==> src/verilog/tcp_params.svh <==
// Constants for the timer, capture and pulse output control block.
`ifndef TCP_PARAMS_SVH
`define TCP_PARAMS_SVH

// ---------------------------------------------------------------------------
// Register offsets
// ---------------------------------------------------------------------------
`define TCP_ADDR_W 8
`define TCP_OFF_CTRL 8'h17
`define TCP_OFF_CAP_A_LO 8'h18
`define TCP_OFF_CAP_A_HI 8'h19
`define TCP_OFF_CAP_B_LO 8'h1a
`define TCP_OFF_CAP_B_HI 8'h1b
`define TCP_OFF_IRQ_STAT 8'h1c
`define TCP_OFF_IRQ_EN 8'h1d
`define TCP_OFF_IRQ_CLR 8'h1e

// ---------------------------------------------------------------------------
// Control register fields
// ---------------------------------------------------------------------------
`define TCP_BIT_CAP_B_OVF 7
`define TCP_BIT_CAP_A_OVF 6
`define TCP_BIT_PULSE_B_EN 5
`define TCP_BIT_PULSE_A_EN 4
`define TCP_BIT_CAP_OR_PERIOD 3
`define TCP_BIT_TIMER_C_RUN 2
`define TCP_BIT_TIMER_B_RUN 1
`define TCP_BIT_TIMER_A_RUN 0
`define TCP_CTRL_RW_RESET 6'h00
`define TCP_CTRL_RW_MASK 8'h3f

// ---------------------------------------------------------------------------
// Port B pins shared with the pulse outputs
// ---------------------------------------------------------------------------
`define TCP_PORTB_BIT_PULSE_A 2
`define TCP_PORTB_BIT_PULSE_B 3

// ---------------------------------------------------------------------------
// Interrupt status bits
// ---------------------------------------------------------------------------
`define TCP_IRQ_CAP_A 0
`define TCP_IRQ_CAP_B 1
`define TCP_IRQ_OVF_A 2
`define TCP_IRQ_OVF_B 3
`define TCP_IRQ_W 4
`define TCP_IRQ_RESET 4'h0

`endif

==> src/verilog/tcp_pkg.sv <==
// Types for the timer, capture and pulse output control block.
package tcp_pkg;

    typedef struct packed {
        logic [15:0] value;
        logic full;
        logic lo_seen;
        logic hi_seen;
        logic overrun;
        logic cap_evt;
        logic ovf_evt;
    } tcp_cap_state_t;

    typedef struct packed {
        logic [5:0] ctrl_rw;
        logic [3:0] irq_stat;
        logic [3:0] irq_en;
        logic [7:0] rdata;
        logic irq;
        logic a_en;
        logic b_en;
        logic c_en;
        logic joined;
        logic c_limit;
        logic cap_a_sel;
        logic oe_a;
        logic oe_b;
        logic pin_a;
        logic pin_b;
    } tcp_state_t;

endpackage

==> src/verilog/tcp_capture.sv <==
// One capture channel: holds the oldest unread timer value and flags overruns.
`timescale 1ns/1ps
`default_nettype none

module tcp_capture (
    input wire logic clk_sys_in,          // System clock.
    input wire logic rstn_in,             // Asynchronous reset, active low.
    input wire logic enable_in,           // Channel may capture.
    input wire logic event_in,            // Capture event, one cycle.
    input wire logic [15:0] value_in,     // Timer value to capture.
    input wire logic rd_lo_in,            // Low byte read this cycle.
    input wire logic rd_hi_in,            // High byte read this cycle.
    output logic [15:0] value_out,        // Held capture value.
    output logic full_out,                // Value held and not yet read.
    output logic overrun_out,             // Overrun flag.
    output logic cap_evt_out,             // Pulse: value was loaded.
    output logic ovf_evt_out              // Pulse: overrun occurred.
);

    tcp_pkg::tcp_cap_state_t s_reg;
    tcp_pkg::tcp_cap_state_t s_next;
    logic done;

    // -----------------------------------------------------------------------
    // Next state
    // -----------------------------------------------------------------------
    // The pair counts as read once both bytes were read in any order.
    always_comb begin
        done = s_reg.full & (s_reg.lo_seen | rd_lo_in) & (s_reg.hi_seen | rd_hi_in);
        s_next = s_reg;
        s_next.cap_evt = 1'b0;
        s_next.ovf_evt = 1'b0;
        if (s_reg.full) begin
            s_next.lo_seen = s_reg.lo_seen | rd_lo_in;
            s_next.hi_seen = s_reg.hi_seen | rd_hi_in;
        end
        if (done) begin
            s_next.full = 1'b0;
            s_next.lo_seen = 1'b0;
            s_next.hi_seen = 1'b0;
            s_next.overrun = 1'b0;
        end
        if (enable_in && event_in) begin
            if (!s_reg.full || done) begin  // [RQ2] [RQ3]
                // A pair freed in this very cycle takes the new value at once.
                s_next.value = value_in;
                s_next.full = 1'b1;
                s_next.cap_evt = 1'b1;
            end else begin
                s_next.overrun = 1'b1;   // [RQ1] [RQ3]
                s_next.ovf_evt = 1'b1;
            end
        end
    end

    always_ff @(posedge clk_sys_in or negedge rstn_in) begin
        if (!rstn_in) begin
            s_reg <= '0;
        end else begin
            s_reg <= s_next;
        end
    end

    assign value_out = s_reg.value;
    assign full_out = s_reg.full;
    assign overrun_out = s_reg.overrun;
    assign cap_evt_out = s_reg.cap_evt;
    assign ovf_evt_out = s_reg.ovf_evt;

endmodule

`default_nettype wire

==> src/verilog/tcp_ctrl.sv <==
// Control and status register for the timer, capture and pulse output group.
//
// Overview of operation
// [RQ1] Capture B overrun flag set on unread capture
// [RQ2] Capture B keeps oldest value until read
// [RQ3] Capture A overrun flag, holds oldest value
// [RQ4] Pulse B enable forces pin B output
// [RQ5] Pulse A enable forces pin A output
// [RQ6] Select bit: capture A or timer C period
// [RQ7] Timer C counts only while run set
// [RQ8] Timer B counts only while run set
// [RQ9] Timer A run starts joined or single counter
// [RQ10] Joining bit merges timers A and B
// [RQ11] Overrun flags read-only; reset clears everything
//
// Added by the designer: the address-and-strobe port.
`timescale 1ns/1ps
`default_nettype none
`include "tcp_params.svh"

module tcp_ctrl (
    input wire logic clk_sys_in,               // System clock, 200 MHz.
    input wire logic rstn_in,                  // Asynchronous reset, active low.
    input wire logic [7:0] addr_in,            // Register address.
    input wire logic [7:0] wdata_in,           // Write data.
    input wire logic wr_in,                    // Write strobe.
    input wire logic rd_in,                    // Read strobe.
    output logic [7:0] rdata_out,              // Read data, cycle after strobe.
    input wire logic joined_counter_mode_in,   // Joining bit from timer config.
    input wire logic [15:0] timer_c_value_in,  // Timer C count to capture.
    input wire logic cap_a_event_in,           // Capture A event pulse.
    input wire logic cap_b_event_in,           // Capture B event pulse.
    input wire logic [7:0] port_b_direction_in, // Port B direction, 1 drives.
    input wire logic [7:0] port_b_data_in,     // Port B output latch.
    input wire logic pulse_a_wave_in,          // Pulse A waveform.
    input wire logic pulse_b_wave_in,          // Pulse B waveform.
    output logic pulse_a_pin_out,              // Pin A output value.
    output logic pulse_a_pin_oe_out,           // Pin A output enable.
    output logic pulse_b_pin_out,              // Pin B output value.
    output logic pulse_b_pin_oe_out,           // Pin B output enable.
    output logic timer_a_count_en_out,         // Timer A may count.
    output logic timer_b_count_en_out,         // Timer B may count.
    output logic timer_c_count_en_out,         // Timer C may count.
    output logic joined_counter_mode_out,      // Timers A and B joined.
    output logic timer_c_period_en_out,        // Timer C wraps at period.
    output logic capture_a_en_out,             // Capture A active.
    output logic [15:0] capture_a_value_out,   // Capture A held value.
    output logic [15:0] capture_b_value_out,   // Capture B held value.
    output logic irq_out                       // Level interrupt.
);

    tcp_pkg::tcp_state_t s_reg;
    tcp_pkg::tcp_state_t s_next;

    logic [15:0] cap_a_val;
    logic [15:0] cap_b_val;
    logic [1:0][15:0] cap_val;
    logic [1:0] cap_en;
    logic [1:0] cap_ev;
    logic [1:0][7:0] cap_lo_addr;
    logic [1:0][7:0] cap_hi_addr;
    logic [1:0] cap_full;
    logic [1:0] cap_ovf;
    logic [1:0] cap_evt;
    logic [1:0] ovf_evt;
    logic [1:0] rd_lo;
    logic [1:0] rd_hi;
    logic [7:0] ctrl_view;
    logic [3:0] evts;

    // -----------------------------------------------------------------------
    // Capture channels
    // -----------------------------------------------------------------------
    // Capture A only runs while the shared pair is not the period register.
    assign cap_en = {1'b1, s_reg.ctrl_rw[`TCP_BIT_CAP_OR_PERIOD]};  // [RQ6]
    assign cap_ev = {cap_b_event_in, cap_a_event_in};
    assign cap_lo_addr = {`TCP_OFF_CAP_B_LO, `TCP_OFF_CAP_A_LO};
    assign cap_hi_addr = {`TCP_OFF_CAP_B_HI, `TCP_OFF_CAP_A_HI};

    // Both channels latch the same timer C count; only their events, enables and read addresses differ.
    for (genvar ch = 0; ch < 2; ch++) begin : g_cap
        assign rd_lo[ch] = rd_in && addr_in == cap_lo_addr[ch];
        assign rd_hi[ch] = rd_in && addr_in == cap_hi_addr[ch];
        tcp_capture u_cap (
            .clk_sys_in(clk_sys_in),
            .rstn_in(rstn_in),
            .enable_in(cap_en[ch]),
            .event_in(cap_ev[ch]),
            .value_in(timer_c_value_in),
            .rd_lo_in(rd_lo[ch]),
            .rd_hi_in(rd_hi[ch]),
            .value_out(cap_val[ch]),
            .full_out(cap_full[ch]),
            .overrun_out(cap_ovf[ch]),
            .cap_evt_out(cap_evt[ch]),
            .ovf_evt_out(ovf_evt[ch])
        );
    end

    assign cap_a_val = cap_val[0];
    assign cap_b_val = cap_val[1];

    assign capture_a_value_out = cap_a_val;
    assign capture_b_value_out = cap_b_val;

    // -----------------------------------------------------------------------
    // Register file and derived controls
    // -----------------------------------------------------------------------
    // Overrun flags are taken live from the channels, so writes cannot reach them.
    assign ctrl_view = {cap_ovf[1], cap_ovf[0], s_reg.ctrl_rw};  // [RQ11]
    assign evts = {ovf_evt[1], ovf_evt[0], cap_evt[1], cap_evt[0]};

    always_comb begin
        s_next = s_reg;
        if (wr_in && addr_in == `TCP_OFF_CTRL) begin
            s_next.ctrl_rw = wdata_in[5:0];  // [RQ11]
        end
        if (wr_in && addr_in == `TCP_OFF_IRQ_EN) begin
            s_next.irq_en = wdata_in[3:0];
        end
        // A new event wins over a clear written in the same cycle.
        if (wr_in && addr_in == `TCP_OFF_IRQ_CLR) begin
            s_next.irq_stat = (s_reg.irq_stat & ~wdata_in[3:0]) | evts;
        end else begin
            s_next.irq_stat = s_reg.irq_stat | evts;
        end
        s_next.rdata = 8'h00;
        if (rd_in) begin
            case (addr_in)
                `TCP_OFF_CTRL: s_next.rdata = ctrl_view;
                `TCP_OFF_CAP_A_LO: s_next.rdata = cap_a_val[7:0];
                `TCP_OFF_CAP_A_HI: s_next.rdata = cap_a_val[15:8];
                `TCP_OFF_CAP_B_LO: s_next.rdata = cap_b_val[7:0];
                `TCP_OFF_CAP_B_HI: s_next.rdata = cap_b_val[15:8];
                `TCP_OFF_IRQ_STAT: s_next.rdata = {4'h0, s_reg.irq_stat};
                `TCP_OFF_IRQ_EN: s_next.rdata = {4'h0, s_reg.irq_en};
                default: s_next.rdata = 8'h00;
            endcase
        end
        s_next.irq = |(s_reg.irq_stat & s_reg.irq_en);
        s_next.joined = joined_counter_mode_in;  // [RQ10]
        s_next.a_en = s_reg.ctrl_rw[`TCP_BIT_TIMER_A_RUN];  // [RQ9]
        // Joined, the upper byte needs both run bits to carry in.
        s_next.b_en = s_reg.ctrl_rw[`TCP_BIT_TIMER_B_RUN]
            & (~joined_counter_mode_in | s_reg.ctrl_rw[`TCP_BIT_TIMER_A_RUN]);  // [RQ8] [RQ9]
        s_next.c_en = s_reg.ctrl_rw[`TCP_BIT_TIMER_C_RUN];  // [RQ7]
        s_next.cap_a_sel = s_reg.ctrl_rw[`TCP_BIT_CAP_OR_PERIOD];  // [RQ6]
        s_next.c_limit = ~s_reg.ctrl_rw[`TCP_BIT_CAP_OR_PERIOD];  // [RQ6]
        s_next.oe_a = s_reg.ctrl_rw[`TCP_BIT_PULSE_A_EN]
            | port_b_direction_in[`TCP_PORTB_BIT_PULSE_A];  // [RQ5]
        s_next.oe_b = s_reg.ctrl_rw[`TCP_BIT_PULSE_B_EN]
            | port_b_direction_in[`TCP_PORTB_BIT_PULSE_B];  // [RQ4]
        s_next.pin_a = s_reg.ctrl_rw[`TCP_BIT_PULSE_A_EN] ? pulse_a_wave_in
            : port_b_data_in[`TCP_PORTB_BIT_PULSE_A];  // [RQ5]
        s_next.pin_b = s_reg.ctrl_rw[`TCP_BIT_PULSE_B_EN] ? pulse_b_wave_in
            : port_b_data_in[`TCP_PORTB_BIT_PULSE_B];  // [RQ4]
    end

    always_ff @(posedge clk_sys_in or negedge rstn_in) begin
        if (!rstn_in) begin
            s_reg <= '0;  // [RQ11]
        end else begin
            s_reg <= s_next;
        end
    end

    // -----------------------------------------------------------------------
    // Outputs
    // -----------------------------------------------------------------------
    assign rdata_out = s_reg.rdata;
    assign irq_out = s_reg.irq;
    assign timer_a_count_en_out = s_reg.a_en;
    assign timer_b_count_en_out = s_reg.b_en;
    assign timer_c_count_en_out = s_reg.c_en;
    assign joined_counter_mode_out = s_reg.joined;
    assign timer_c_period_en_out = s_reg.c_limit;
    assign capture_a_en_out = s_reg.cap_a_sel;
    assign pulse_a_pin_out = s_reg.pin_a;
    assign pulse_a_pin_oe_out = s_reg.oe_a;
    assign pulse_b_pin_out = s_reg.pin_b;
    assign pulse_b_pin_oe_out = s_reg.oe_b;

    // -----------------------------------------------------------------------
    // Assertions
    // -----------------------------------------------------------------------
    AST_B_OVF_SET: assert property (@(posedge clk_sys_in) disable iff (!rstn_in)  // [RQ1]
        cap_b_event_in && cap_full[1] && !rd_lo[1] && !rd_hi[1] |=> cap_ovf[1] && ovf_evt[1])
        else $error("Capture B overrun not flagged");

    AST_B_HOLD: assert property (@(posedge clk_sys_in) disable iff (!rstn_in)  // [RQ2]
        cap_full[1] && !rd_lo[1] && !rd_hi[1] |=> $stable(cap_b_val) && cap_full[1])
        else $error("Capture B value changed while unread");

    AST_A_OVF_HOLD: assert property (@(posedge clk_sys_in) disable iff (!rstn_in)  // [RQ3]
        cap_a_event_in && cap_full[0] && !rd_lo[0] && !rd_hi[0]
        && s_reg.ctrl_rw[`TCP_BIT_CAP_OR_PERIOD] |=> cap_ovf[0] && $stable(cap_a_val))
        else $error("Capture A overrun not handled");

    AST_PIN_B: assert property (@(posedge clk_sys_in) disable iff (!rstn_in)  // [RQ4]
        rstn_in |=> pulse_b_pin_oe_out == ($past(s_reg.ctrl_rw[`TCP_BIT_PULSE_B_EN])
        | $past(port_b_direction_in[`TCP_PORTB_BIT_PULSE_B])))
        else $error("Pin B direction wrong");

    AST_PIN_A: assert property (@(posedge clk_sys_in) disable iff (!rstn_in)  // [RQ5]
        s_reg.ctrl_rw[`TCP_BIT_PULSE_A_EN] |=> pulse_a_pin_oe_out)
        else $error("Pin A not driven while pulse A enabled");

    AST_SELECT: assert property (@(posedge clk_sys_in) disable iff (!rstn_in)  // [RQ6]
        !s_reg.ctrl_rw[`TCP_BIT_CAP_OR_PERIOD] && cap_a_event_in && !cap_full[0]
        |=> !cap_full[0] && !capture_a_en_out && timer_c_period_en_out)
        else $error("Capture A acted while pair is the period register");

    AST_C_RUN: assert property (@(posedge clk_sys_in) disable iff (!rstn_in)  // [RQ7]
        wr_in && addr_in == `TCP_OFF_CTRL |=> ##1
        timer_c_count_en_out == $past(wdata_in[`TCP_BIT_TIMER_C_RUN], 2))
        else $error("Timer C run not applied two cycles after write");

    AST_B_RUN: assert property (@(posedge clk_sys_in) disable iff (!rstn_in)  // [RQ8]
        !s_reg.ctrl_rw[`TCP_BIT_TIMER_B_RUN] |=> !timer_b_count_en_out)
        else $error("Timer B counts while stopped");

    AST_JOIN_RUN: assert property (@(posedge clk_sys_in) disable iff (!rstn_in)  // [RQ9]
        joined_counter_mode_in && !s_reg.ctrl_rw[`TCP_BIT_TIMER_A_RUN]
        |=> !timer_a_count_en_out && !timer_b_count_en_out)
        else $error("Joined counter runs with timer A run clear");

    AST_JOIN: assert property (@(posedge clk_sys_in) disable iff (!rstn_in)  // [RQ10]
        !joined_counter_mode_in && s_reg.ctrl_rw[`TCP_BIT_TIMER_B_RUN]
        |=> joined_counter_mode_out == 1'b0 && timer_b_count_en_out)
        else $error("Independent timer B not running");

    AST_RO_FLAGS: assert property (@(posedge clk_sys_in) disable iff (!rstn_in)  // [RQ11]
        wr_in && addr_in == `TCP_OFF_CTRL && !cap_b_event_in && !rd_lo[1] && !rd_hi[1]
        |=> $stable(cap_ovf[1]))
        else $error("Control write changed an overrun flag");

    AST_RO_FLAGS_A: assert property (@(posedge clk_sys_in) disable iff (!rstn_in)  // [RQ11]
        wr_in && addr_in == `TCP_OFF_CTRL && !cap_a_event_in && !rd_lo[0] && !rd_hi[0]
        |=> $stable(cap_ovf[0]))
        else $error("Control write changed capture A overrun flag");

    AST_CAP_LOAD: assert property (@(posedge clk_sys_in) disable iff (!rstn_in)  // [RQ2]
        cap_b_event_in && !cap_full[1]
        |=> cap_full[1] && cap_b_val == $past(timer_c_value_in))
        else $error("Capture B did not load an empty pair");

    AST_B_OVF_STICK: assert property (@(posedge clk_sys_in) disable iff (!rstn_in)  // [RQ2]
        cap_ovf[1] && !rd_lo[1] && !rd_hi[1] |=> cap_ovf[1])
        else $error("Capture B overrun cleared without a read");

    AST_A_OVF_STICK: assert property (@(posedge clk_sys_in) disable iff (!rstn_in)  // [RQ3]
        cap_ovf[0] && !rd_lo[0] && !rd_hi[0] |=> cap_ovf[0])
        else $error("Capture A overrun cleared without a read");

    AST_A_HOLD: assert property (@(posedge clk_sys_in) disable iff (!rstn_in)  // [RQ3]
        cap_full[0] && !rd_lo[0] && !rd_hi[0] |=> $stable(cap_a_val) && cap_full[0])
        else $error("Capture A value changed while unread");

    AST_PIN_A_DIR: assert property (@(posedge clk_sys_in) disable iff (!rstn_in)  // [RQ5]
        rstn_in |=> pulse_a_pin_oe_out == ($past(s_reg.ctrl_rw[`TCP_BIT_PULSE_A_EN])
        | $past(port_b_direction_in[`TCP_PORTB_BIT_PULSE_A])))
        else $error("Pin A direction wrong");

    // The shared pair is never period and capture register at once.
    AST_PERIOD_XOR: assert property (@(posedge clk_sys_in) disable iff (!rstn_in)  // [RQ6]
        rstn_in |=> timer_c_period_en_out != capture_a_en_out)
        else $error("Period limit and capture A both on or both off");

    AST_C_STOP: assert property (@(posedge clk_sys_in) disable iff (!rstn_in)  // [RQ7]
        !s_reg.ctrl_rw[`TCP_BIT_TIMER_C_RUN] |=> !timer_c_count_en_out)
        else $error("Timer C counts while stopped");

    AST_JOIN_BOTH: assert property (@(posedge clk_sys_in) disable iff (!rstn_in)  // [RQ8]
        joined_counter_mode_in && s_reg.ctrl_rw[`TCP_BIT_TIMER_A_RUN]
        && s_reg.ctrl_rw[`TCP_BIT_TIMER_B_RUN]
        |=> timer_a_count_en_out && timer_b_count_en_out)
        else $error("Joined counter halted with both run bits set");

    AST_A_STOP: assert property (@(posedge clk_sys_in) disable iff (!rstn_in)  // [RQ9]
        !s_reg.ctrl_rw[`TCP_BIT_TIMER_A_RUN] |=> !timer_a_count_en_out)
        else $error("Timer A counts while stopped");

    // Looked at one edge after reset is seen low; the flops clear asynchronously as soon as reset falls.
    AST_RESET_CLEAR: assert property (@(posedge clk_sys_in)  // [RQ11]
        !rstn_in |=> ctrl_view == 8'h00 && !irq_out && rdata_out == 8'h00)
        else $error("Register not cleared by reset");

    AST_RDATA_IDLE: assert property (@(posedge clk_sys_in) disable iff (!rstn_in)
        !rd_in |=> rdata_out == 8'h00)
        else $error("Read data present without a read strobe");

    // A status event must survive a clear written in the same cycle.
    AST_IRQ_SET_WINS: assert property (@(posedge clk_sys_in) disable iff (!rstn_in)
        |evts |=> (s_reg.irq_stat & $past(evts)) == $past(evts))
        else $error("Status event lost");

endmodule

`default_nettype wire

==> config.mk <==
export PLATFORM = sky130hd
export DESIGN_NAME = tcp_ctrl
export DESIGN_NICKNAME = d
export VERILOG_FILES = /design/src/verilog/tcp_pkg.sv /design/src/verilog/tcp_capture.sv /design/src/verilog/tcp_ctrl.sv
export VERILOG_INCLUDE_DIRS = /design/src /design/src/verilog
export SDC_FILE = /design/constraint.sdc
export NUM_CORES = 1
export LEC_CHECK = 0
export ABC_AREA = 1
export ABC_CLOCK_PERIOD_IN_PS = 2100
export BUFFER_PORTS_ARGS = -buffer_cell sky130_fd_sc_hd__buf_4
export CORE_MARGIN = 1.5
export CORE_UTILIZATION = 56
export DETAILED_ROUTE_END_ITERATION = 10
export HOLD_SLACK_MARGIN = 0.08
export PLACE_DENSITY = 0.95
export SLEW_MARGIN = 15
export SYNTH_ARGS = -nofsm -noshare
export SYNTH_HDL_FRONTEND = slang
export SYNTH_SLANG_ARGS = --single-unit
==> constraint.sdc <==
create_clock -name clk_sys_in -period 2.1 [get_ports clk_sys_in]
set_clock_uncertainty 0.05 [all_clocks]
set_input_delay 0 -clock clk_sys_in [delete_from_list [all_inputs] [get_ports clk_sys_in]]
set_output_delay 0 -clock clk_sys_in [all_outputs]
set_load 0.005 [all_outputs]
-- Word level (Yosys, flattened, before mapping)
Index checks and enable logic that the tools add are counted.
- input bits: 57
- logic and storage cells: 94
- flip-flop bits (word level): 77
- output and inout port bits: 51
- eq/ne operators: 8
- reductions and logical operators: 17
- bitwise operators: 19
- multiplexer cells: 21
- operators by type and width (kind ; count):
    $eq A8 B5 Y1 const B ; 8
    $pmux W8 S7 ; 1
    $mux W1 ; 12
    $mux W4 ; 3
    $and A4 B4 Y4 ; 2
    $logic_and A1 B1 Y1 ; 8
    $mux W8 ; 1
    $or A4 B4 Y4 ; 2
    $or A1 B1 Y1 ; 7
    $mux W3 ; 2
    $and A1 B1 Y1 ; 5
    $mux W2 ; 2
    $not A4 Y4 ; 1
    $reduce_and A2 Y1 ; 2
    $reduce_bool A2 Y1 ; 2
    $reduce_or A4 Y1 ; 1
    $logic_not A1 Y1 ; 2
    $logic_or A1 B1 Y1 ; 2
    $not A1 Y1 ; 2

-- Logic depth before layout (Yosys ltp)
Gate-level depths: netlist (run 1).
- word-level depth: 8
- gate-level depth with buffers: 12
- mapped depth without buffers: 10

-- By module
A second synthesis (run 1) with hierarchy kept.
- cell total of the unflattened synthesis: 451
- area total of the unflattened synthesis: 3942.5 µm²
- modules (own cells, without submodules) (module ; cells an instance ; area each (µm²) ; instances ; sequential area each (µm²)):
    tcp_capture ; 107 ; 1013.5 ; 2 ; 550.5
    tcp_ctrl ; 237 ; 1915.6 ; 1 ; 825.8

-- Worst setup path after synthesis (run 1)
No wires, ideal clock.
- path type: input-to-reg
- from: input port addr_in[5]
- to: register g_cap[1].u_cap.s_reg, in the netlist g_cap[1].u_cap.value_out[15]
- setup slack: 866 ps
- required time: 1934 ps
- data arrival time: 1068 ps
- library setup time: 116 ps
- stages on the path: 12
- path buffers: 2
- path through: inv_1 -> nand2_1 -> nor2_2 -> buf_4 -> nand3_1 -> nand2_1 -> nand3_2 -> nand2_2 -> nand2_2 -> buf_6 -> nand2_1 -> nand2_1
- cells in the longest elaborated chain, start to end: 7
- elaborated cells on any way between the ends: 10
- those cells by class: eq/ne (2); bitwise (4); reduce/logical (4)
- ends and longest elaborated chain (what ; line ; RTL):
    from (decl) ; tcp_ctrl.sv:24 ; input wire logic [7:0] addr_in,
    $eq A8 B5 Y1 ; tcp_ctrl.sv:82 ; assign rd_lo[ch] = rd_in && addr_in == cap_lo_addr[ch];
    $logic_and A1 B1 Y1 ; tcp_ctrl.sv:82 ;
    $or A1 B1 Y1 ; tcp_capture.sv:29 ; done = s_reg.full & (s_reg.lo_seen | rd_lo_in) & (s_reg.hi_seen | rd_hi_in);
    $and A1 B1 Y1 ; tcp_capture.sv:29 ;
    $and A1 B1 Y1 * ; tcp_capture.sv:29 ;
    $logic_or A1 B1 Y1 * ; tcp_capture.sv:44 ; if (!s_reg.full || done) begin
    $reduce_and A2 Y1 (no source line) * ; n/a ;
    to (signal assigned) ; tcp_capture.sv:60 ; s_reg <= s_next;
    to (decl) ; tcp_capture.sv:20 ; tcp_pkg::tcp_cap_state_t s_reg;
Every way passes the cells marked *; elsewhere a longest branch is shown, timed or not.
A chain may end at the register's enable or synchronous reset.

-- Worst setup path in the final report (run 1)
- from: register s_reg, in the netlist cap_en[0]
- to: register g_cap[0].u_cap.s_reg, in the netlist g_cap[0].u_cap.value_out[12]
- cells in the longest elaborated chain, start to end: 2
- ends and longest elaborated chain (what ; line ; RTL):
    from (decl) ; tcp_ctrl.sv:52 ; tcp_pkg::tcp_state_t s_reg;
    from (signal assigned) ; tcp_ctrl.sv:163 ; s_reg <= s_next;
    $logic_and A1 B1 Y1 ; tcp_capture.sv:43 ; if (enable_in && event_in) begin
    $reduce_and A2 Y1 (no source line) ; n/a ;
    to (signal assigned) ; tcp_capture.sv:60 ;
    to (decl) ; tcp_capture.sv:20 ;
Every way passes these cells.

==> flow_summary.toml, run 1 <==
[outcome]
run_status = "finished, violations left"
failed_checks = "DRC"

[floorplanning]
ioPinCount = 108
die-area_um2 = 7200
fp_rows = 29
initial_utilization_pct = 58.4
core_um2 = 6420
die-height_um = 84.9
fp.dieW_um = 84.9

[cells_and_area]
largest_reg_flops = 32
drive_above_1_share_pct = 25.8
fin_nets = 571
finish.cell_count_without_fillers = 596
synthToLayoutAreaGrowth_pct = 26.6
diodes = 0
postLayoutCoreUtil_pct = 74.0

[placement]
i_o_buffers = 93
placed_cells_incl_taps = 544
detailedPlacementHpwl_mm = 6.38
gp_congestion = 0.920

[pwr]
power_density_nw_per_um2 = 819
vdd_ir_drop_max_v = 0.000582
total_power_mw = 3.89
leakagePower_nw = 2.54

[synthesis]
synthDominantCellAreaShare_pct = 51.4
mappedNetlistNets = 480
synth-async-reset-ratio_pct = 100
dominantRegCellSynth = "sky130_fd_sc_hd__dfrtp_1"
syn_area_um2 = 3750
post_synth_num_cell_types = 29
yosys_register_bits = 77
ys_seq_area_share_pct = 51.4
post_synth_inst_count = 423
synthesis_warnings = 0
syn_area_per_cell_um2 = 8.87
synth-edff-count = 0
synth_top_area_cell = "sky130_fd_sc_hd__dfrtp_1"
synth_area_leaders = "sky130_fd_sc_hd__dfrtp_1 51%, sky130_fd_sc_hd__nand2_1 12%, sky130_fd_sc_hd__buf_4 8.4%, sky130_fd_sc_hd__nand3_1 7.5%, sky130_fd_sc_hd__inv_1 3.2%"

[timing]
tightest_slew_ns = 0.941
maxClockFrequency_mhz = 560
max_slew_margin_pct = 37.3
hold-worst-slack_ns = 0.122
rsz0062_at_grt = "false"
final_hold_viols = 0
fin_crit_ns = 1.78
finalSetupViolCount = 0
setup_total_negative_slack_ns = 0
layout_worst_path_cycle_share_pct = 85.0
slew_viol_final = 0

[route]
routed-via-count = 3284
first_iter_violations = 280
via_per_inst = 5.51
antenna_left = 0
residual_drc_count = 8
routed_wirelength_mm = 9.85
detailedRoute.firstPassIterationCount = 8
post_drt_wl_per_cell_um = 16.5

[clock_network]
cts_tree = "done"
cts_sinks = 77
ctsRootBufferMaster = "sky130_fd_sc_hd__clkbuf_8"
clk_transition_reported_paths_ns = 0.08
htree_num_levels = 3
cts_resized = 0
numCtsBuffers = 9
cts_buffer_depth = 2
clock_latency_ns = 0.36

[setup_path]
crit_top_cell = "sky130_fd_sc_hd__nand2_1"
critical_path.endpoint_type = "flop"
cpLargestDelayFamily = "simple AND/OR/NAND/NOR gates"
data_arrival_at_the_endpoint_of_the_critical_path_ns = 2.03
critPathBufInv = 1
worstPathRequired_ns = 2.35
critical-path-max-stage-delay_ns = 0.46
startpoint_type = "flop"
critPathKind = "flop to flop"
timing.critical_path.cells = "nand2_1, clkinv_1, nand2_4, nand2_1, nand2_1"
crit_slowest_cell = "sky130_fd_sc_hd__dfrtp_1"
timing.critical_path.fanout_max = 17

[run]
max_cap_viols = 0

[grt]
gr-usage-all-layers_pct = 29.1
grt_first_pass_wirelength_mm = 16.0
grt_antenna_before_repair = 0
grt_max_degree = 78
global_route.overflow_total = 0
first_global_vias = 3262

[worst_hold_path]
min-delay-path-class = "input port to flop"
power breakdown:
part	total (mW)	switching (mW)	internal (mW)
Combinational	0.736	0.358	0.378
Clock	1.28	0.546	0.736
Sequential	1.87	0.196	1.68
tightest hold or removal path: cells and delay by family:
kind                   cells  cell delay [ns]
AOI/OAI and AO/OA          1             0.06
buffers and inverters      1             0.12
and+or+nand+nor            3             0.30
kinds of logic after synthesis:
kind of cell	Yosys count	share of synthesized area [%]
muxes	4	1.20
AOI/OAI and AO/OA	41	6.27
DFF	77	51.4
buffers and inverters	86	14.4
and+or+nand+nor	215	26.7
cell type report:
| type | instances | area (µm²) |
|---|---|---|
| clock inverters | 5 | 82.6 |
| multi-input cells | 260 | 1280 |
| fillers | 434 | 1670 |
| well taps | 77 | 96.3 |
| clock buffers | 11 | 151 |
| inverters | 34 | 128 |
| repair buffers | 132 | 1080 |
| flip-flops and latches | 77 | 1930 |
per-stage QoR:
step / instance area [µm²] / setup WS (ns)
2_1_floorplan: 3750 / 0.866
3_3_place_gp: 4160 / 0.470
3_5_place_dp: 4160 / 0.418
4_1_cts: 4750 / 0.391
5_1_grt: 4750 / 0.208
6_report: 4750 / 0.315
cells in the mapped netlist, types with 2 or more instances:
cell and n:
sky130_fd_sc_hd__or2_2 2, sky130_fd_sc_hd__nand2_1 120, sky130_fd_sc_hd__nand2_4 4, sky130_fd_sc_hd__a31oi_1 5, sky130_fd_sc_hd__nor2_8 2, sky130_fd_sc_hd__buf_2 3
sky130_fd_sc_hd__nand3_4 2, sky130_fd_sc_hd__buf_6 4, sky130_fd_sc_hd__nand3_1 56, sky130_fd_sc_hd__dfrtp_1 77, sky130_fd_sc_hd__clkinv_1 2, sky130_fd_sc_hd__nor2_1 19
sky130_fd_sc_hd__nand3_2 2, sky130_fd_sc_hd__mux2_2 4, sky130_fd_sc_hd__o21ai_0 12, sky130_fd_sc_hd__inv_1 32, sky130_fd_sc_hd__o21bai_1 4, sky130_fd_sc_hd__nor2_2 2
sky130_fd_sc_hd__a21oi_1 12, sky130_fd_sc_hd__nand2_2 4, sky130_fd_sc_hd__buf_4 42, sky130_fd_sc_hd__o22ai_1 6
cells in the final DEF, fill, tap and decap left out, types with 4 or more instances in the layout:
master / n
sky130_fd_sc_hd__a21oi_1: 12
sky130_fd_sc_hd__nand2_1: 120
sky130_fd_sc_hd__nor2_1: 19
sky130_fd_sc_hd__nand3_1: 56
sky130_fd_sc_hd__o22ai_1: 6
sky130_fd_sc_hd__dlygate4sd3_1: 36
sky130_fd_sc_hd__dfrtp_1: 77
sky130_fd_sc_hd__nand2_2: 4
sky130_fd_sc_hd__clkbuf_8: 11
sky130_fd_sc_hd__buf_4: 96
sky130_fd_sc_hd__inv_1: 32
sky130_fd_sc_hd__o21bai_1: 4
sky130_fd_sc_hd__mux2_2: 4
sky130_fd_sc_hd__a31oi_1: 5
sky130_fd_sc_hd__nand2_4: 4
sky130_fd_sc_hd__o21ai_0: 12
routing by layer:
layer	GRT usage [%]	vias to the layer above	part of all wire, %
li1	-	1501	-
met1	36.9	1565	39
met2	50.2	199	51
met3	5.25	19	8.1
met4	10.9	0	1.8
met5	0	-	0
final timing paths:
| check | startpoint | to | slack, ns | depth (start not counted) |
|---|---|---|---|---|
| max reg2reg | cap_en[0]$_DFFE_PN0P_ | g_cap[0].u_cap.value_out[12]$_DFFE_PN0P_ | 0.32 | 5 |
| min reg2reg | ctrl_view[2]$_DFFE_PN0P_ | timer_c_count_en_out$_DFF_PN0_ | 0.38 | 0 |
| max | cap_en[0]$_DFFE_PN0P_ | g_cap[0].u_cap.value_out[12]$_DFFE_PN0P_ | 0.32 | 5 |
| min | addr_in[2] | rdata_out[4]$_DFF_PN0_ | 0.12 | 5 |
| max in group asynchronous | rstn_in | g_cap[1].u_cap.overrun_out$_DFF_PN0_ | 1.11 | 2 |
| min in group asynchronous | rstn_in | joined_counter_mode_out$_DFF_PN0_ | 0.28 | 2 |
what timing repair did:
action	in CTS	in global routing
hold buffers	36	0
endpoints found under the hold margin	146	0
setup buffers	0	0
(Power assumes the default switching activity.)
==> run 2: changes to the inputs <==
ABC_CLOCK_PERIOD_IN_PS = 1900   (was 2100)
CORE_UTILIZATION = 52   (was 56)
PLACE_DENSITY = 0.9   (was 0.95)
clock period = 1.9 ns   (was 2.1 ns; I/O delays follow)
==> run 2 against run 1 <==
Net effect: the run now ends clean; power up 13%; first-iteration DRC count down 8.2%; via count up 1.5%; sequential power up 11%; core utilization down 3.8 points; largest power group unchanged; global-route usage down 2.1 points; critical path type is now input port to flop; critical path depth up 5; highest routed layer unchanged; sequential cell count unchanged.
==> flow_summary.toml, run 2 (synthesis gave the netlist of run 1 again) <==
[cells_and_area]
synthToLayoutAreaGrowth_pct = 28.4
fin_nets = 574
sequential_cell_area_um2 = 1930
drive_above_1_share_pct = 25.9
diodes = 0
largest_reg_flops = 32
layout.cells.most_common = "sky130_fd_sc_hd__nand2_1"
postLayoutCoreUtil_pct = 70.1
fillers = 496
final_design_area_no_fill_um2 = 4820
multi_input_comb_area_um2 = 1280
final_cell_mix = "120 x sky130_fd_sc_hd__nand2_1, 97 x sky130_fd_sc_hd__buf_4, 77 x sky130_fd_sc_hd__dfrtp_1"

[route]
via_per_inst = 5.39
antenna_left = 0
routed-via-count = 3334
route.layer.met1.wl_mm = 3.68
dr_wl_met2_mm = 4.81
met3_length_um = 972
routed_wirelength_mm = 9.86
post_drt_wl_per_cell_um = 15.9
top_signal_layer_used = "met4"
residual_drc_count = 0
first_iter_violations = 257
detailedRoute.firstPassIterationCount = 7

[setup_path]
crit-reg2reg-capture = "g_cap[1].u_cap.value_out[15]$_DFFE_PN0P_"
worstPathRequired_ns = 2.15
regToRegStartpoint = "g_cap[1].u_cap.s_reg[3]$_DFFE_PN0P_"
critical_path.endpoint_type = "flop"
critPathKind = "input port to flop"
setup.worst_path.end = "g_cap[1].u_cap.value_out[15]$_DFFE_PN0P_"
startpoint_type = "input port"
worst-r2r-setup-slack_ns = 0.18
r2r.worst_path.cells = 8
data_arrival_at_the_endpoint_of_the_critical_path_ns = 2.06
critical-path-max-stage-delay_ns = 0.57
timing.critical_path.fanout_max = 19
timing.critical_path.cells = "dlygate4sd3_1, buf_4, nand3_1, nand2_1, nand3_2, nand2_2, buf_6, nand3_1, dlygate4sd3_1, nand2_1"
critPathLaunch = "rd_in"
crit_slowest_cell = "sky130_fd_sc_hd__dlygate4sd3_1"

[timing]
final_hold_viols = 0
slew_viol_final = 0
postLayoutSetupSlackWorst_ns = 0.0909
finalSetupViolCount = 0
tightest_slew_ns = 0.461
max_slew_margin_pct = 69.3
fin_crit_ns = 1.81
rsz0062_at_grt = "false"
layout_worst_path_cycle_share_pct = 95.2
maxClockFrequency_mhz = 553
setup_total_negative_slack_ns = 0

[run]
max_cap_viols = 0

[clock_network]
cts_sinks = 77
ctsRootBufferMaster = "sky130_fd_sc_hd__clkbuf_8"
clock_latency_ns = 0.36
cts_tree = "done"
numCtsBuffers = 9
cts_buffer_depth = 2
clk_transition_reported_paths_ns = 0.08
post_cts.repair.setup_buffers = 0
htree_num_levels = 3

[floorplanning]
ioPinCount = 108
die-height_um = 87.9
fp_rows = 30
core_um2 = 6870
die-area_um2 = 7730
initial_utilization_pct = 54.6
fp.dieW_um = 87.9

[outcome]
run_status = "completed"

[grt]
first_global_vias = 3308
grt_max_degree = 43
grt_antenna_before_repair = 0
grt_first_pass_wirelength_mm = 15.8
gr-usage-all-layers_pct = 27.0
global_route.overflow_total = 0

[pwr]
vdd_ir_drop_max_v = 0.000520
leakagePower_nw = 2.55
total_power_mw = 4.39
power_density_nw_per_um2 = 912

[placement]
detailedPlacementHpwl_mm = 6.57
place_ws_ns = 0.327
i_o_buffers = 93
gp_congestion = 0.892
dpl-instance-area_um2 = 4210

[worst_hold_path]
min-delay-path-class = "input port to asynchronous set/reset pin"
## run 2: cell types whose count changed in the layout (fill, tap and decap cells not counted)
cell                        previous run  this run
sky130_fd_sc_hd__buf_4                96        97
sky130_fd_sc_hd__buf_6                 0         1
sky130_fd_sc_hd__buf_12                0         1
sky130_fd_sc_hd__clkbuf_1              0         2
sky130_fd_sc_hd__clkbuf_8             11        10
sky130_fd_sc_hd__bufinv_16             2         3
sky130_fd_sc_hd__clkinv_4              2         0
## run 2: metrics by stage
stage,hold slack [ns],instances
floorplan,-0.346,423
finish,0.0978,618
global placement,-0.0785,566
global route,0.161,618
CTS,0.0949,618
detailed placement,-0.0712,566
## run 2: worst min-delay path by stage
stage                                                          end  slack, ns  depth (start not counted)
after floorplan                              cap_en[0]$_DFFE_PN0P_      -0.35                          0
after global placement             timer_c_period_en_out$_DFF_PN0_      -0.08                          1
after detailed placement           timer_c_period_en_out$_DFF_PN0_      -0.07                          1
after CTS                                pulse_b_pin_out$_DFF_PN0_       0.09                          2
after global routing                timer_a_count_en_out$_DFF_PN0_       0.16                          2
final                     g_cap[1].u_cap.value_out[14]$_DFFE_PN0P_        0.1                          2
## run 2: cell type report
cell class | instances | area share, %
repair buffers | 135 | 23.2
multi-input cells | 260 | 26.6
inverters | 34 | 2.65
clock inverters | 4 | 1.97
clock buffers | 12 | 3.01
well taps | 96 | 2.49
flip-flops and latches | 77 | 40.0
## run 2: timing repair
item | in CTS | in global routing
resized for setup | 0 | 1
endpoints found under the hold margin | 146 | 0
hold buffers | 36 | 0
setup endpoints to repair | 0 | 2
## run 2: worst max-delay path, delay by kind of cell
family                 cells  cell delay [ns]
buffers and inverters      4             1.45
and+or+nand+nor            6             0.60
## run 2: metal layers
metal | track usage, % | up-vias
li1 | - | 1506
met1 | 34.0 | 1538
met2 | 45.2 | 238
met3 | 5.84 | 52
met4 | 11.3 | 0
met5 | 0 | -
## run 2: power breakdown
part	switching (mW)	internal, mW	leakage [nW]
clock network	0.591	0.908	0.121
registers	0.213	1.85	0.985
logic	0.407	0.422	1.45
==> run 3: changes to the inputs <==
CAP_MARGIN = 20   (was not set)
CELL_PAD_IN_SITES_DETAIL_PLACEMENT = 0   (was not set)
CELL_PAD_IN_SITES_GLOBAL_PLACEMENT = 1   (was not set)
CORE_MARGIN = not set   (was 1.5)
CORE_UTILIZATION = 38   (was 52)
PLACE_DENSITY = 0.89   (was 0.9)
==> run 3 against run 2 <==
Net effect: clock power shrank 14%; routed wire length down 3.2%; die area rose by 33%; non-clock buffer count is 3 higher; register-to-register slack gained 0.21 ns; sequential share of layout area down 0.30 points; worst setup slack improved by 0.30 ns.
==> flow_summary.toml, run 3 (synthesis gave the netlist of run 1 again) <==
[pwr]
leakagePower_nw = 2.57
total_power_mw = 4.19
power_density_nw_per_um2 = 863
vdd_ir_drop_max_v = 0.000313

[grt]
grt_first_pass_wirelength_mm = 15.3
grt_max_degree = 41
grt_antenna_before_repair = 0
global_route.overflow_total = 0
gr-usage-all-layers_pct = 19.8
first_global_vias = 3111

[route]
via_per_inst = 4.74
first_iter_violations = 184
detailedRoute.firstPassIterationCount = 7
antenna_left = 0
routed-via-count = 3100
routed_wirelength_mm = 9.54
residual_drc_count = 0
post_drt_wl_per_cell_um = 14.6

[placement]
gp_congestion = 0.881
place_ws_ns = 0.330
dpl-instance-area_um2 = 4260
i_o_buffers = 93
placed_cells_incl_taps = 600
detailedPlacementHpwl_mm = 6.73

[cells_and_area]
final_cell_mix = "120 x sky130_fd_sc_hd__nand2_1, 99 x sky130_fd_sc_hd__buf_4, 77 x sky130_fd_sc_hd__dfrtp_1"
multi_input_comb_area_um2 = 1280
drive_above_1_share_pct = 26.1
layout.cells.most_common = "sky130_fd_sc_hd__nand2_1"
sequential_cell_area_um2 = 1930
postLayoutCoreUtil_pct = 51.6
largest_reg_flops = 32
final_design_area_no_fill_um2 = 4850
finish.cell_count_without_fillers = 654
diodes = 0
fillers = 851
fin_nets = 577
synthToLayoutAreaGrowth_pct = 29.4

[floorplanning]
initial_utilization_pct = 39.9
die-area_um2 = 10300
ioPinCount = 108
fp_rows = 35
core_um2 = 9420
die-height_um = 101
fp.dieW_um = 101

[setup_path]
startpoint_type = "flop"
worst-r2r-setup-slack_ns = 0.39
data_arrival_at_the_endpoint_of_the_critical_path_ns = 1.69
critical_path.endpoint_type = "flop"
worstPathRequired_ns = 2.08
critPathKind = "flop to flop"
timing.critical_path.fanout_max = 4

[timing]
final_hold_viols = 0
fin_crit_ns = 1.51
setup_total_negative_slack_ns = 0
slew_viol_final = 0
finalSetupViolCount = 0
layout_worst_path_cycle_share_pct = 79.4
hold-worst-slack_ns = 0.122
rsz0062_at_grt = "false"
maxClockFrequency_mhz = 663
max_slew_margin_pct = 66.7
tightest_slew_ns = 0.500
postLayoutSetupSlackWorst_ns = 0.391

[clock_network]
cts_tree = "done"
clock_latency_ns = 0.35
numCtsBuffers = 9
cts_buffer_depth = 2
cts_sinks = 77
clk_transition_reported_paths_ns = 0.07
htree_num_levels = 3
cts_resized = 0
post_cts.repair.setup_buffers = 0
ctsRootBufferMaster = "sky130_fd_sc_hd__clkbuf_8"

[run]
max_cap_viols = 0

[worst_hold_path]
min-delay-path-class = "input port to asynchronous set/reset pin"

[outcome]
run_status = "completed"
run 3: cell types whose count changed in the layout (fill, tap and decap cells not counted), sizes merged:
| cell | delta |
|---|---|
| dlygate4sd3 | +2 |
| clkbuf | +1 |
| bufinv | -2 |
| buf | +1 |
| clkinvlp | +1 |
run 3: routing by layer:
| layer | vias to the layer above | GRT usage, % | share of wire, % |
|---|---|---|---|
| met5 | - | 0 | 0 |
| met4 | 0 | 9.36 | 1.5 |
| met3 | 12 | 3.45 | 6.7 |
| met2 | 128 | 32.2 | 47 |
| met1 | 1449 | 25.7 | 45 |
| li1 | 1511 | - | - |
run 3: area by class of cell:
cell class,count,share of cell area (%)
multi-input cells,260,26.4
inverters,34,2.63
well taps,129,3.32
flip-flops and latches,77,39.7
repair buffers,138,23.6
clock inverters,3,0.876
clock buffers,13,3.48
run 3: power breakdown:
group | internal, mW | total (mW) | switching, mW
logic | 0.438 | 0.836 | 0.398
clock network | 0.713 | 1.29 | 0.578
registers | 1.85 | 2.06 | 0.208
run 3: worst max-delay path, cell delays in order (launching register included):
cell and delay, ns:
sky130_fd_sc_hd__dfrtp_1 0.43, sky130_fd_sc_hd__mux2_2 0.35, sky130_fd_sc_hd__dlygate4sd3_1 0.56
run 3: worst paths after layout:
check                                    startpoint                                  end  depth (start not counted)
max reg2reg                ctrl_view[5]$_DFFE_PN0P_            pulse_b_pin_out$_DFF_PN0_                          2
min in group clk_sys_in                  addr_in[5]  g_cap[1].u_cap.s_reg[4]$_DFFE_PN0P_                          8
max                        ctrl_view[5]$_DFFE_PN0P_            pulse_b_pin_out$_DFF_PN0_                          2
min                                         rstn_in           capture_a_en_out$_DFF_PN0_                          2
max in group asynchronous                   rstn_in         pulse_b_pin_oe_out$_DFF_PN0_                          3
min reg2reg                ctrl_view[2]$_DFFE_PN0P_       timer_c_count_en_out$_DFF_PN0_                          0
run 3: timing repair:
item / CTS / global route
hold endpoints to repair: 145 / 0
hold buffers: 38 / 0
setup endpoints to repair: 0 / 0
